===== src/rtl/sbc_pkg.sv =====
// shared constants and types for the strap and serial bus config block
package sbc_pkg;

    // serial bus configuration strap encodings
    localparam logic [1:0] BUS_I2C_EEPROM = 2'h0;
    localparam logic [1:0] BUS_RESERVED   = 2'h1;
    localparam logic [1:0] BUS_SPI_SLAVE  = 2'h2;
    localparam logic [1:0] BUS_BIST       = 2'h3;

    // frame size limits; the receive-error strap selects only the tagged and large ones
    localparam logic [10:0] FRAME_MAX_TAGGED = 11'h5f2;
    localparam logic [10:0] FRAME_MAX_PLAIN  = 11'h5ee;
    localparam logic [10:0] FRAME_MAX_LARGE  = 11'h600;

    // ahb-lite encodings
    localparam logic [1:0] HTRANS_NONSEQ = 2'h2;
    localparam logic [2:0] HSIZE_WORD    = 3'h2;

    // register byte offsets
    localparam logic [7:0] REG_STRAP  = 8'h00;
    localparam logic [7:0] REG_STATUS = 8'h04;
    localparam logic [7:0] REG_CTRL   = 8'h08;

    // field positions in the strap register
    localparam int STRAP_BUS_LSB  = 0;
    localparam int STRAP_RXER_BIT = 2;
    localparam int STRAP_FLSB     = 16;
    // field positions in the status register
    localparam int ST_LOADED_BIT  = 0;
    localparam int ST_DEFAULT_BIT = 1;
    localparam int ST_PDN_BIT     = 2;
    localparam int ST_STATE_LSB   = 4;
    // control register: bit 0 = eeprom present, bit 1 = load request
    localparam int CTRL_EEP_BIT   = 0;
    localparam int CTRL_LOAD_BIT  = 1;
    localparam logic [31:0] CTRL_RESET = 32'h0000_0000;

    // strap pin count: rx error pin plus two bus cfg bits
    localparam int NUM_STRAPS = 3;

    typedef enum logic [1:0] {
        SBC_I2C,
        SBC_RSVD,
        SBC_SPI,
        SBC_BIST
    } sbc_bus_mode_t;

    typedef struct packed {
        logic [1:0]  serial_bus_cfg;
        logic        large_frames;
        logic [10:0] frame_max;
    } sbc_strap_t;

    typedef struct packed {
        logic [NUM_STRAPS-1:0] o;
        logic [NUM_STRAPS-1:0] oe;
        logic [NUM_STRAPS-1:0] pull_up;
        logic [NUM_STRAPS-1:0] pull_down;
    } sbc_pad_t;

endpackage


===== src/rtl/sbc_strap_pad.sv =====
// one dual-use strap pad: pulled input in reset, output afterwards
module sbc_strap_pad #(
    parameter bit PULL_UP = 1'b0
) (
    // reset state
    input  wire logic in_reset,
    // core side
    input  wire logic core_o,
    // pad controls
    output logic      pad_o,
    output logic      pad_oe,
    output logic      pad_pu,
    output logic      pad_pd
);
    always_comb
    begin
        pad_o  = core_o & ~in_reset;
        pad_oe = ~in_reset;              // [RULE_01] [RULE_02]
        pad_pu = in_reset & PULL_UP;     // [RULE_02]
        pad_pd = in_reset & ~PULL_UP;    // [RULE_01]
    end
endmodule


===== src/rtl/sbc_top.sv =====
// strap capture, serial bus mode select and config register slave
// Contract
// RULE_01: pull-down strap pins are pulled-down inputs in reset, outputs after; the bus cfg pins stay pulled-down inputs after reset.
// RULE_02: pull-up strap pins are pulled-up inputs in reset, outputs after.
// RULE_03: receive-error strap low gives 1522/1518 byte limit, high 1536. Here low always gives 1522 (FRAME_MAX_TAGGED); 1518 is never selected.
// RULE_04: bus cfg 00 i2c eeprom, 01 reserved, 10 spi slave, 11 bist.
// RULE_05: with no eeprom present the device uses built-in default config.
// RULE_06: power-down input low powers the whole device down; pulled up. Here it only drives powered_down and the status bit.
// RULE_07: reset input low resets the whole device; pulled up.
// RULE_08: straps latch at reset release and hold until the next reset.
//
// Local design decisions: the register addresses and the AHB-Lite slave port.
module sbc_top (
    // clock and reset
    input  wire logic        hclk,
    input  wire logic        hresetn,
    // ahb-lite slave
    input  wire logic        hsel,
    input  wire logic [31:0] haddr,
    input  wire logic [1:0]  htrans,
    input  wire logic        hwrite,
    input  wire logic [2:0]  hsize,
    input  wire logic [31:0] hwdata,
    input  wire logic        hready,
    output logic      [31:0] hrdata,
    output logic             hreadyout,
    output logic             hresp,
    // strap pins: receive error, bus cfg bit 0, bus cfg bit 1
    input  wire logic        port5_rx_error_pin,
    input  wire logic        serial_bus_cfg_bit0,
    input  wire logic        serial_bus_cfg_bit1,
    output sbc_pkg::sbc_pad_t strap_pad,
    // core data driven on the receive-error pin after reset
    input  wire logic        port5_rx_error_out,
    // power down
    input  wire logic        chip_powerdown_n,
    output logic             chip_powerdown_pad_pu,
    output logic             chip_reset_pad_pu,
    output logic             powered_down,
    // decoded configuration
    output sbc_pkg::sbc_strap_t cfg,
    output sbc_pkg::sbc_bus_mode_t bus_mode,
    output logic             use_default_cfg,
    output logic             cfg_ready
);
    typedef enum logic [1:0] {
        ST_CAPTURE,
        ST_DECIDE,
        ST_LOAD,
        ST_RUN
    } sbc_state_t;

    sbc_state_t         state_q, state_d;
    logic               in_reset_q;
    sbc_pkg::sbc_strap_t cfg_q, cfg_d;
    logic               dflt_q, dflt_d;
    logic               loaded_q, loaded_d;
    logic [31:0]        ctrl_q, ctrl_d;
    logic               ap_valid_q, ap_valid_d;
    logic               ap_write_q, ap_write_d;
    logic [7:0]         ap_addr_q, ap_addr_d;
    logic [31:0]        rdata_q, rdata_d;
    logic [31:0]        rd_mux;
    logic               load_req;
    logic               rxer_o;
    logic               rxer_oe;
    logic               rxer_pu;
    logic               rxer_pd;

    // the pin-side reset is hresetn itself; in_reset_q marks the first
    // cycle after release so capture happens exactly at that edge
    always_ff @(posedge hclk or negedge hresetn)
    begin
        if (!hresetn)
            in_reset_q <= 1'b1;
        else
            in_reset_q <= 1'b0;
    end

    // pads: rx error is a pull-down strap; bus cfg pins are plain inputs
    // so they keep their pull-down and never turn to outputs
    sbc_strap_pad #(
        .PULL_UP (1'b0)
    ) u_rxer_pad (
        .in_reset (in_reset_q),
        .core_o   (port5_rx_error_out),
        .pad_o    (rxer_o),
        .pad_oe   (rxer_oe),
        .pad_pu   (rxer_pu),
        .pad_pd   (rxer_pd)
    );

    // the pad struct has a single driver; the pad cell feeds index 0
    always_comb
    begin
        strap_pad.o              = {2'h0, rxer_o};       // [RULE_01]
        strap_pad.oe             = {2'h0, rxer_oe};      // [RULE_01]
        strap_pad.pull_up        = {2'h0, rxer_pu};
        strap_pad.pull_down      = {2'h3, rxer_pd};      // [RULE_01]
        chip_powerdown_pad_pu    = 1'b1;   // [RULE_06]
        chip_reset_pad_pu        = 1'b1;   // [RULE_07]
    end

    // ---- strap capture and config sequencing ----
    assign load_req = ctrl_q[sbc_pkg::CTRL_LOAD_BIT];

    always_comb
    begin
        state_d  = state_q;
        cfg_d    = cfg_q;
        dflt_d   = dflt_q;
        loaded_d = loaded_q;
        unique case (state_q)
            ST_CAPTURE:
            begin
                // straps sampled once, at the first edge after release
                cfg_d.serial_bus_cfg = {serial_bus_cfg_bit1,
                                        serial_bus_cfg_bit0}; // [RULE_08]
                cfg_d.large_frames   = port5_rx_error_pin;    // [RULE_08]
                cfg_d.frame_max      = port5_rx_error_pin
                                     ? sbc_pkg::FRAME_MAX_LARGE
                                     : sbc_pkg::FRAME_MAX_TAGGED; // [RULE_03]
                state_d = ST_DECIDE;
            end
            ST_DECIDE:
            begin
                // only i2c mode fetches from eeprom; absent eeprom
                // falls back to the built-in defaults. ctrl_d lets a
                // presence write landing in this very cycle be heard
                if (cfg_q.serial_bus_cfg == sbc_pkg::BUS_I2C_EEPROM &&
                    ctrl_d[sbc_pkg::CTRL_EEP_BIT])
                begin
                    state_d = ST_LOAD;
                end
                else
                begin
                    dflt_d  = 1'b1;                      // [RULE_05]
                    state_d = ST_RUN;
                end
            end
            ST_LOAD:
            begin
                if (load_req)
                begin
                    loaded_d = 1'b1;
                    state_d  = ST_RUN;
                end
            end
            ST_RUN:
            begin
                state_d = ST_RUN;                        // [RULE_08]
            end
        endcase
    end

    always_ff @(posedge hclk or negedge hresetn)
    begin
        if (!hresetn)
        begin
            state_q  <= ST_CAPTURE;                      // [RULE_07]
            cfg_q    <= '0;
            dflt_q   <= 1'b0;
            loaded_q <= 1'b0;
        end
        else
        begin
            state_q  <= state_d;
            cfg_q    <= cfg_d;
            dflt_q   <= dflt_d;
            loaded_q <= loaded_d;
        end
    end

    always_comb
    begin
        unique case (cfg_q.serial_bus_cfg)                // [RULE_04]
            sbc_pkg::BUS_I2C_EEPROM: bus_mode = sbc_pkg::SBC_I2C;
            sbc_pkg::BUS_RESERVED:   bus_mode = sbc_pkg::SBC_RSVD;
            sbc_pkg::BUS_SPI_SLAVE:  bus_mode = sbc_pkg::SBC_SPI;
            sbc_pkg::BUS_BIST:       bus_mode = sbc_pkg::SBC_BIST;
        endcase
        cfg             = cfg_q;
        use_default_cfg = dflt_q;
        cfg_ready       = (state_q == ST_RUN);
        powered_down    = ~chip_powerdown_n;             // [RULE_06]
    end

    // ---- ahb-lite slave, zero wait states ----
    // only whole-word transfers are decoded; narrower ones are ignored
    // rather than merged, since every register is a single word
    always_comb
    begin
        ap_valid_d = hsel && hready
                  && (htrans == sbc_pkg::HTRANS_NONSEQ)
                  && (hsize == sbc_pkg::HSIZE_WORD);
        ap_write_d = hwrite;
        ap_addr_d  = haddr[7:0];
    end

    always_ff @(posedge hclk or negedge hresetn)
    begin
        if (!hresetn)
        begin
            ap_valid_q <= 1'b0;
            ap_write_q <= 1'b0;
            ap_addr_q  <= 8'h00;
        end
        else
        begin
            ap_valid_q <= ap_valid_d;
            ap_write_q <= ap_write_d;
            ap_addr_q  <= ap_addr_d;
        end
    end

    // load request is a one-shot cleared once consumed; the clear comes
    // first so a software write in the same cycle wins
    always_comb
    begin
        ctrl_d = ctrl_q;
        if (state_q == ST_LOAD && load_req)
            ctrl_d[sbc_pkg::CTRL_LOAD_BIT] = 1'b0;
        if (ap_valid_q && ap_write_q && ap_addr_q == sbc_pkg::REG_CTRL)
            ctrl_d = hwdata;
    end

    always_ff @(posedge hclk or negedge hresetn)
    begin
        if (!hresetn)
            ctrl_q <= sbc_pkg::CTRL_RESET;
        else
            ctrl_q <= ctrl_d;
    end

    // read word is picked in the address phase, stands in the data phase
    always_comb
    begin
        rd_mux = 32'h0000_0000;
        unique case (haddr[7:0])
            sbc_pkg::REG_STRAP:
            begin
                rd_mux[sbc_pkg::STRAP_BUS_LSB +: 2] = cfg_q.serial_bus_cfg;
                rd_mux[sbc_pkg::STRAP_RXER_BIT]     = cfg_q.large_frames;
                rd_mux[sbc_pkg::STRAP_FLSB +: 11]   = cfg_q.frame_max;
            end
            sbc_pkg::REG_STATUS:
            begin
                rd_mux[sbc_pkg::ST_LOADED_BIT]    = loaded_q;
                rd_mux[sbc_pkg::ST_DEFAULT_BIT]   = dflt_q;
                rd_mux[sbc_pkg::ST_PDN_BIT]       = ~chip_powerdown_n;
                rd_mux[sbc_pkg::ST_STATE_LSB +: 2] = state_q;
            end
            sbc_pkg::REG_CTRL:
                rd_mux = ctrl_q;
            default:
                rd_mux = 32'h0000_0000;
        endcase
    end

    always_comb
    begin
        rdata_d = rdata_q;
        if (ap_valid_d && !hwrite)
            rdata_d = rd_mux;
    end

    always_ff @(posedge hclk or negedge hresetn)
    begin
        if (!hresetn)
            rdata_q <= 32'h0000_0000;
        else
            rdata_q <= rdata_d;
    end

    always_comb
    begin
        hrdata    = rdata_q;
        hreadyout = 1'b1;
        hresp     = 1'b0;
    end
endmodule


===== config.mk =====
export PLATFORM = sky130hd
export DESIGN_NAME = sbc_top
export DESIGN_NICKNAME = d
export VERILOG_FILES = /design/src/rtl/sbc_pkg.sv /design/src/rtl/sbc_strap_pad.sv /design/src/rtl/sbc_top.sv
export SDC_FILE = /design/constraint.sdc
export NUM_CORES = 1
export LEC_CHECK = 0
export ABC_AREA = 1
export BUFFER_PORTS_ARGS = -buffer_cell sky130_fd_sc_hd__buf_2
export CORE_MARGIN = 4
export CORE_UTILIZATION = 50
export CTS_BUF_LIST = sky130_fd_sc_hd__clkbuf_4
export DETAILED_ROUTE_END_ITERATION = 8
export PLACE_DENSITY = 0.82
export SKIP_CTS_REPAIR_TIMING = 1
export SLEW_MARGIN = 25
export SYNTH_ARGS = -nofsm -noshare
export SYNTH_HDL_FRONTEND = slang
export SYNTH_SLANG_ARGS = --single-unit

===== constraint.sdc =====
create_clock -name hclk -period 1.4 [get_ports hclk]
set_input_delay 0.28 -clock hclk [delete_from_list [all_inputs] [get_ports hclk]]
set_output_delay 0.28 -clock hclk [all_outputs]
set_load 0.01 [all_outputs]

# Word level (Yosys, flattened, before mapping)

Index checks and enable logic that the tools add are counted.

Reduce and logical (&&, ||, !) cells: 15
Equality and inequality tests: 12
Bitwise logic cells: 4
Mux-type cells: 13

Operator list:

| operator                                      | count |
|---|---|
| case mux 11 bit (2 select lines)              | 1 |
| two-way mux 10 bit                            | 2 |
| == test 8 x 4 -> 1 bit, second input constant | 2 |
| case mux 2 bit (4 select lines)               | 2 |
| == test 2 bit, second input constant          | 5 |
| case mux 3 bit (3 select lines)               | 1 |
| == test 8 x 3 -> 1 bit, second input constant | 1 |
| logical AND 1 bit                             | 8 |
| zero test 8 bit                               | 1 |
| two-way mux 5 bit                             | 1 |
| == test 2 x 1 -> 1 bit, second input constant | 2 |
| zero test 2 bit                               | 2 |
| two-way mux 2 bit                             | 2 |
| case mux 2 bit (2 select lines)               | 1 |
| AND reduction 2 bit                           | 2 |
| == test 3 x 2 -> 1 bit, second input constant | 1 |
| two-way mux 1 bit                             | 3 |
| inverter 1 bit                                | 3 |
| != test 2 bit, second input constant          | 1 |
| nonzero test 2 bit                            | 1 |
| AND 1 bit                                     | 1 |
| zero test 1 bit                               | 1 |

Register bits after elaboration: 93
Logic and storage cells: 58
Input port bits: 79
Output and inout port bits: 67

# Depth between registers and ports, before layout

Gate-level depths: netlist of run 1.

Depth in word-level cells: 7
Depth in mapped cells: 8
Mapped depth without buffers: 8

# By module

From an unflattened synthesis of run 1, not the netlist that was laid out.

Cell total of the unflattened synthesis: 419
Area, all modules: 3,653.5 sq um

Modules (own cells, without submodules):

| module        | area each (sq um) | times used | cells an instance | seq. area each (sq um) |
|---|---|---|---|---|
| sbc_top       | 3,621.0           | 1          | 413               | 2,103.3 |
| sbc_strap_pad | 32.5              | 1          | 6                 | 0.0 |

# Least setup slack after synthesis of run 1

No wires, ideal clock.

Path kind: register -> register
Start point: register ap_addr_q[4]
End point: register ctrl_q[13]
Data required time: 1.267 ns
Slack: 0.214 ns
Clock period less this slack: 1.186 ns
Arrival: 1.054 ns
Library setup time: 0.133 ns
Stages on the path, launching flop included: 8
Buffers on the path: 1
Cell sequence: dfrtp_1 -> inv_1 -> nand2_1 -> nor2_1 -> nand3_2 -> buf_1 -> nor2_1 -> a21oi_1

Longest elaborated chain between the ends: 2

RTL lines:

| what                   | line           | source |
|---|---|---|
| start, declared        | sbc_top.sv:61  | `logic [7:0] ap_addr_q, ap_addr_d;` |
| start signal, assigned | sbc_top.sv:212 | `ap_addr_q <= ap_addr_d;` |
| == test 8 x 4 -> 1 bit | sbc_top.sv:223 | `if (ap_valid_q && ap_write_q && ap_addr_q == sbc_pkg::REG_CTRL)` |
| logical AND 1 bit      | sbc_top.sv:223 |  |
| end signal, assigned   | sbc_top.sv:230 | `ctrl_q <= sbc_pkg::CTRL_RESET;` |
| end signal, assigned   | sbc_top.sv:232 | `ctrl_q <= ctrl_d;` |
| end, declared          | sbc_top.sv:58  | `logic [31:0] ctrl_q, ctrl_d;` |

Every way passes these cells.
A chain may end at the register's enable or synchronous reset.

==> impl_metrics.toml, run 1 <==
[status]
status = "complete, but fails checks"
violations = "negative setup slack"

[floorplan]
start_util_pct = 52.5
die_x_um = 93.4
dieArea_sq_um = 8710
row_count = 30
io-pin-count = 146
coreArea_sq_um = 6940
dieHeight_um = 93.4

[place]
gp_congestion = 0.832
placedInstanceArea_sq_um = 4200
portBuffers = 105
dpl.hpwl_um = 5690

[detailed_routing]
wl_met2_um = 4140
met1Wirelength_um = 3300
drtAntennaViolNets = 0
vias_per_cell = 4.64
drtIter0Drc = 137
routed.top_layer = "met4"
num_vias = 2938
wl_per_cell_um = 12.7
dr_wl_met3_um = 457
drcViolationCount = 0
drt_wl_total_um = 8030
first_pass_iters = 4

[yosys]
synth_mux_area_share_pct = 0
synth_top_family_by_area = "simple AND/OR/NAND/NOR gates"
synthSimpleGateAreaFrac_pct = 22.3
syn_area_sq_um = 3640
synth_cells = 416
ys_warn_count = 0
ys_top_cells_by_area = "dfrtp_1 (57%), nand2_1 (10%), inv_1 (5.6%)"
synth_top_area_share_pct = 57.0
netlist-cell-type-count = 28
synth_ff_type = "dfrtp_1"
ys_top_cells_by_count = "nand2_1 (101), dfrtp_1 (83), inv_1 (54)"
synth_fa_ha_area_share_pct = 0
yosys.area.top_type = "dfrtp_1"
synth_xor_area_share_pct = 0
synth_compound_area_share_pct = 6.22
ys_seq_area_share_pct = 57.7
yosysMostFrequentCell = "nand2_1"
async_flop_share_pct = 100
synth_edf_count = 0
yosys_register_bits = 84
avgSynthCellArea_sq_um = 8.76

[min_path]
hp-class = "in2reg"
hp-start = "serial_bus_cfg_bit1"

[sta]
tightest_slew_ps = 548
timing.final.crit_share_pct = 101
fin_worst_skew_ps = 11.6
hold_viol_final = 0
slew_violations = 0
setup_ws_ps = -12.9
worst_slew_margin_rel_pct = 63.4
fin_crit_ps = 1410
setup_viol_count_final = 2
grt_setup_unrepaired = "yes"
max_freq_mhz = 708

[power_and_ir_drop]
power_density_nw_per_um2 = 920
vdd_drop_max_uv = 514
leakage_nw = 2.60

[clock_network]
htreeDepth = 3
cts_buffer_depth = 2
insertion_delay_ps = 400
cts_num_sinks = 84
cts_tree = "done"
cts_buffers = 9
clk_pin_slew_ps = 140
cts_root_buffer = "clkbuf_4"

[global_routing]
antenna_found_initial = 0
first_global_vias = 2867
grt.overflow.total = 0
track_usage_pct = 18.6
grt_max_degree = 45
grt_pass1_wl_um = 13000

[final_layout]
fillers = 587
utilization_pct = 64.8
multi_input_area_sq_um = 1110
seq_area_sq_um = 2110
nets = 611
areaGrowthSynthToFinish_pct = 23.5
fin_area_sq_um = 4500
n_antenna_cell = 0
drive_gt1_share_pct = 28.5

[setup_path]
r2r_slack_ps = 60
crit_path_end_kind = "output port"
path_class = "reg2out"
startpoint_type = "flip-flop"
crit_path_max_fanout = 3
worstReg2RegStart = "ap_addr_q[4]"
reg2reg_depth = 7
crit_required_ps = 1120
cp.arrival_ps = 1130
startpoint = "in_reset_q"
r2r-end = "ctrl_q[5]"
endpoint = "strap_pad[9]"

[run]
drv_cap = 0
[worst min-delay path by stage]
stage                   end  depth (start not counted)
2_1_floorplan  ap_addr_q[0]                          0
4_1_cts             cfg[13]                          1
3_5_place_dp        cfg[13]                          1
6_report            cfg[13]                          3
5_1_grt              cfg[8]                          2
3_3_place_gp        cfg[13]                          1
[layer usage]
metal  GRT usage, %  up-vias
met3           2.25       11
met4           7.20        0
met2           32.9       95
li1               -     1467
met5              0        -
met1           23.0     1365
[registers in the layout, indices dropped and copies added (netlist names), 2 cells and up]
signal     count
hrdata        32
ap_addr_q      8
state_q        2
cfg            5
ctrl_q        32
[metrics by stage]
| step | power [W] | TNS [ps] | instances | worst slack [ps] | hold WS [ps] |
|---|---|---|---|---|---|
| after global placement | 0.00281 | -220 | 603 | -16.9 | 148 |
| after floorplan | 0.00269 | 0 | 431 | 214 | -15.6 |
| final | 0.00414 | -22.3 | 633 | -12.9 | 75.9 |
| after detailed placement | 0.00282 | -617 | 603 | -46.9 | 154 |
| after CTS | 0.00416 | -112 | 619 | -45.8 | -308 |
| after global routing | 0.00435 | -295 | 633 | -78.3 | 64.7 |
[area by class of cell]
class	count	area share [%]
timing repair buffer	131	17.9
clock buffer	9	1.50
inverter	58	4.87
tap	96	2.67
multi-input combinational	248	24.8
sequential	84	46.8
clock inverter	7	1.50
[kinds of logic (layout without fill, tap and decap cells)]
logic type,count (synthesis),after routing
DFF,84,84
other,2,17
buffers and inverters,99,205
AOI/OAI and AO/OA,44,44
and+or+nand+nor,187,187
[cell usage in the layout (no fill, tap or decap), types with 2 or more instances in the layout]
master / Yosys / final
nand3_1: 32 / 32
conb_1: 2 / 17
nor2_1: 42 / 40
clkinvlp_4: 0 / 2
o21ai_1: 10 / 10
buf_2: 9 / 104
buf_4: 25 / 13
clkinv_2: 1 / 3
nand4_1: 3 / 3
inv_2: 3 / 3
dfrtp_2: 0 / 2
o21ai_0: 2 / 2
nor3_4: 2 / 2
dlygate4sd3_1: 0 / 10
nand2_1: 101 / 101
a21oi_1: 30 / 30
inv_1: 54 / 54
nor2_2: 0 / 2
buf_12: 0 / 3
clkbuf_4: 0 / 9
dfrtp_1: 83 / 81
[where the power goes]
part / total [W] / switching, W / internal, W / leakage [nW]
clock: 0.00134 / 0.000804 / 0.000535 / 0.0693
combinational: 0.000287 / 0.000162 / 0.000125 / 1.49
sequential: 0.00251 / 0.0000245 / 0.00249 / 1.04
total: 0.00414 / 0.000991 / 0.00315 / 2.60
[critical path, cell delays in order, from the launching register on]
cell	delay (ps)
dfstp_2	560
nor2_1	40
buf_2	130
(Power assumes the default switching activity.)
==> run 2, diff against run 1 <==
==> constraint.sdc (replaced) <==
create_clock -name hclk -period 1.5 [get_ports hclk]
set_input_delay 0.3 -clock hclk [delete_from_list [all_inputs] [get_ports hclk]]
set_output_delay 0.3 -clock hclk [all_outputs]
set_load 0.01 [all_outputs]
==> impl_metrics.toml, run 2 (synthesized netlist as in run 1, its figures left out) <==
[global_routing]
track_usage_pct = 18.4
first_global_vias = 2812
grt.overflow.total = 0
grt_max_degree = 85
grt_pass1_wl_um = 12600
antenna_found_initial = 0

[power_and_ir_drop]
p_total_w = 0.00362
power_density_nw_per_um2 = 833
vdd_drop_max_uv = 493
leakage_nw = 2.54

[setup_path]
critical_path.slowest_cell = "dfstp_2"
cp_slowest_stage_delay_ps = 550
crit_buf_inv = 1
path_delay_family = "flip-flops"
worstPathCellList = "nor2_1, buf_2"
reg2reg_depth = 7
cp.arrival_ps = 1090
crit_required_ps = 1200
crit_path_end_kind = "output port"
path_class = "reg2out"
cp_num_cells = 2
startpoint_type = "flip-flop"
crit_path_max_fanout = 3

[place]
portBuffers = 105
gp_congestion = 0.834
dpl.hpwl_um = 5590

[clock_network]
clk_pin_slew_ps = 120
cts_tree = "done"
cts_buffers = 9
cts_root_buffer = "clkbuf_4"
cts_buffer_depth = 2
htreeDepth = 3
insertion_delay_ps = 390
cts_num_sinks = 84

[min_path]
holdPathStages = 1
hp-class = "in2reg"

[detailed_routing]
first_pass_iters = 4
wl_per_cell_um = 12.5
drtAntennaViolNets = 0
num_vias = 2916
drcViolationCount = 0
vias_per_cell = 4.68
drtIter0Drc = 127
drt_wl_total_um = 7780

[floorplan]
io-pin-count = 146
dieArea_sq_um = 8710
die_x_um = 93.4
dieHeight_um = 93.4
coreArea_sq_um = 6940
start_util_pct = 52.5
row_count = 30

[final_layout]
multi_input_area_sq_um = 1100
nets = 602
seq_area_sq_um = 2100
layout_commonest_cell = "buf_2"
areaGrowthSynthToFinish_pct = 19.2
n_antenna_cell = 0
drive_gt1_share_pct = 26.8
final_cell_mix = "buf_2 (104), nand2_1 (101), dfrtp_1 (83)"
fillers = 611

[sta]
slew_violations = 0
fin_setup_tns_ps = 0
worst_slew_margin_rel_pct = 62.9
tightest_slew_ps = 556
grt_setup_unrepaired = "no"
setup_viol_count_final = 0
hold_viol_final = 0
fin_crit_ps = 1390
timing.final.crit_share_pct = 92.8
max_freq_mhz = 718
fin_worst_skew_ps = 15.3

[run]
drv_cap = 0

[status]
status = "finished, final reports clean"
run 2: path summary, 6_finish.rpt:
kind,end,slack (ps),startpoint
worst max-delay path,strap_pad[9],110,in_reset_q
worst min-delay path,ap_write_q,50,hwrite
worst max register to register,ctrl_q[4],110,ap_addr_q[4]
worst min register to register,hrdata[9],490,hrdata[9]
max in group asynchronous,in_reset_q,650,hresetn
min in group asynchronous,cfg[13],470,hresetn
run 2: per-stage QoR:
| stage | area [sq um] | hold WS (ps) | setup WS (ps) | utilization (%) | std cells |
|---|---|---|---|---|---|
| floorplan | 3700 | 4.41 | 314 | - | 431 |
| global placement | 4170 | 360 | 94.1 | 60.0 | 600 |
| detailed placement | 4170 | 362 | 54.3 | 60.0 | 600 |
| CTS | 4270 | -85.5 | 72.6 | 61.4 | 615 |
| global route | 4340 | 5.41 | 3.72 | 62.5 | 623 |
| finish | 4340 | 52.7 | 107 | 62.5 | 623 |
run 2: report_power, final:
| group | internal [W] | leakage, nW | switching, W |
|---|---|---|---|
| logic | 0.000104 | 1.44 | 0.000145 |
| registers | 0.00232 | 1.04 | 0.0000231 |
| clock network | 0.000356 | 0.0616 | 0.000670 |
run 2: layout make-up:
type	count	area share, %
Inverter	58	5.04
Tap cell	96	2.77
Clock inverter	4	0.403
Sequential cell	84	48.4
Multi-Input combinational cell	248	25.4
Timing Repair Buffer	122	16.1
Clock buffer	11	1.90
run 2: worst reg2reg max path, cell delays in order, from the launching register on:
cell and delay [ps]:
dfrtp_1 390, inv_1 50, nand2_1 40, nor2_1 170
nand3_2 190, buf_4 250, nor2_1 120, a21oi_1 60
run 2: metal layers:
layer	part of all wire [%]	GRT usage, %
met2	53	33.0
met4	0.93	6.11
met5	0	0
met3	5.4	3.86
met1	41	21.9
==> run 3, diff against run 2 <==
--- a/config.mk
+++ b/config.mk
@@ -7,11 +7,11 @@
 export LEC_CHECK = 0
 export ABC_AREA = 1
 export BUFFER_PORTS_ARGS = -buffer_cell sky130_fd_sc_hd__buf_2
+export CORE_ASPECT_RATIO = 1.75
 export CORE_MARGIN = 4
-export CORE_UTILIZATION = 50
+export CORE_UTILIZATION = 30
 export CTS_BUF_LIST = sky130_fd_sc_hd__clkbuf_4
 export DETAILED_ROUTE_END_ITERATION = 8
-export PLACE_DENSITY = 0.82
 export SKIP_CTS_REPAIR_TIMING = 1
 export SLEW_MARGIN = 25
 export SYNTH_ARGS = -nofsm -noshare
==> impl_metrics.toml, run 3 (synthesized netlist as in run 1, its figures left out) <==
[floorplan]
start_util_pct = 30.5
io-pin-count = 146
row_count = 53
die_x_um = 91.3
coreArea_sq_um = 11900
dieArea_sq_um = 14000
dieHeight_um = 154

[place]
placedInstanceArea_sq_um = 4260
gp_congestion = 0.772
dpl.hpwl_um = 6260
portBuffers = 105
dp_cells = 644

[power_and_ir_drop]
power_frac_seq_pct = 60.2
total_switching_power_w = 0.000955
leakage_nw = 2.59
internal-power_w = 0.00294
p_clk_share_pct = 33.0
power_density_nw_per_um2 = 861
p_sw_share_pct = 24.5
vdd_drop_max_uv = 344
p_comb_share_pct = 6.8

[sta]
slew_violations = 0
worst_slew_margin_rel_pct = 59.5
tightest_slew_ps = 606
fin_worst_skew_ps = 14.6
grt_setup_unrepaired = "yes"
fin_crit_ps = 1450
max_freq_mhz = 690
setup_viol_count_final = 0
hold_viol_final = 0
timing.final.crit_share_pct = 96.6

[clock_network]
insertion_delay_ps = 420
cts_buffers = 9
htreeDepth = 3
cts_tree = "done"
cts_root_buffer = "clkbuf_4"
clk_pin_slew_ps = 140
cts_buffer_depth = 2
cts_num_sinks = 84

[setup_path]
path_class = "reg2out"
crit_required_ps = 1200
worstReg2RegStart = "ap_addr_q[4]"
cp.arrival_ps = 1150
r2r-end = "ctrl_q[1]"
crit_path_end_kind = "output port"
r2r_slack_ps = 180
reg2reg_depth = 7
crit_path_max_fanout = 3
startpoint = "in_reset_q"
startpoint_type = "flip-flop"
endpoint = "strap_pad[9]"

[final_layout]
drive_gt1_share_pct = 27.7
areaGrowthSynthToFinish_pct = 24.0
layout_commonest_cell = "buf_2"
n_antenna_cell = 0
fin_area_sq_um = 4520
fillers = 1256
nets = 609
utilization_pct = 37.8
fin_cells = 672
final_cell_mix = "buf_2 (104), nand2_1 (101), dfrtp_1 (82)"

[detailed_routing]
first_pass_iters = 4
drtIter0Drc = 97
num_vias = 2945
wl_per_cell_um = 12.7
drcViolationCount = 0
vias_per_cell = 4.38
drt_wl_total_um = 8530
drtAntennaViolNets = 0

[run]
drv_cap = 0

[global_routing]
grt.overflow.total = 0
track_usage_pct = 12.7
first_global_vias = 2924
antenna_found_initial = 0
grt_max_degree = 39
grt_pass1_wl_um = 14100

[status]
status = "finished, final reports clean"

[min_path]
hp-class = "in2reg"
## run 3: cell count changes in the layout (fill, tap and decap cells not counted), sizes merged
cell	before	now
bufinv	0	1
clkbuf	11	9
buf	115	119
dlygate4sd3	7	10
clkinvlp	0	2
## run 3: metal layers
layer  up-vias  track usage, %  share of wire (%)
met4         0            4.96                1.0
met2        90            22.2                 52
met5         -               0                  0
li1       1464               -                  -
met1      1384            14.8                 42
met3         7            3.23                5.3
## run 3: worst max-delay path, cell delays in order, from the launching register on
cell and delay (ps):
dfstp_2 560, nor2_1 40, buf_2 130
## run 3: area by class of cell
type | count | area, sq um | area share (%)
Clock inverter | 7 | 67.6 | 1.50
Timing Repair Buffer | 129 | 783 | 17.3
Tap cell | 137 | 171 | 3.80
Clock buffer | 9 | 67.6 | 1.50
Multi-Input combinational cell | 248 | 1100 | 24.4
Inverter | 58 | 219 | 4.85
Sequential cell | 84 | 2100 | 46.6
## run 3: worst min path at each step
| stage | startpoint | to | cells past startpoint |
|---|---|---|---|
| floorplan | hresetn | ap_addr_q[0] | 0 |
| global placement | hresetn | hrdata[16] | 1 |
| detailed placement | hresetn | hrdata[16] | 1 |
| CTS | hresetn | hrdata[18] | 1 |
| global route | serial_bus_cfg_bit0 | cfg[12] | 3 |
| finish | serial_bus_cfg_bit0 | cfg[12] | 3 |
## run 3: through the flow
stage | setup slack [ps] | power [W] | TNS (ps) | hold slack, ps
finish | 50.3 | 0.00389 | 0 | 69.9
floorplan | 314 | 0.00251 | 0 | 4.41
detailed placement | 43.0 | 0.00264 | 0 | 244
global placement | 48.9 | 0.00263 | 0 | 236
global route | -78.5 | 0.00412 | -173 | 14.7
CTS | -17.9 | 0.00395 | -29.6 | -279
## run 3: power by group through the flow
| stage | clock network, W | registers, W | logic (W) |
|---|---|---|---|
| final | 0.00128 | 0.00234 | 0.000264 |
| after global routing | 0.00146 | 0.00235 | 0.000304 |
| after CTS | 0.00136 | 0.00234 | 0.000251 |
| after detailed placement | 0 | 0.00239 | 0.000250 |
| after global placement | 0 | 0.00238 | 0.000244 |
| after floorplan | 0 | 0.00238 | 0.000125 |
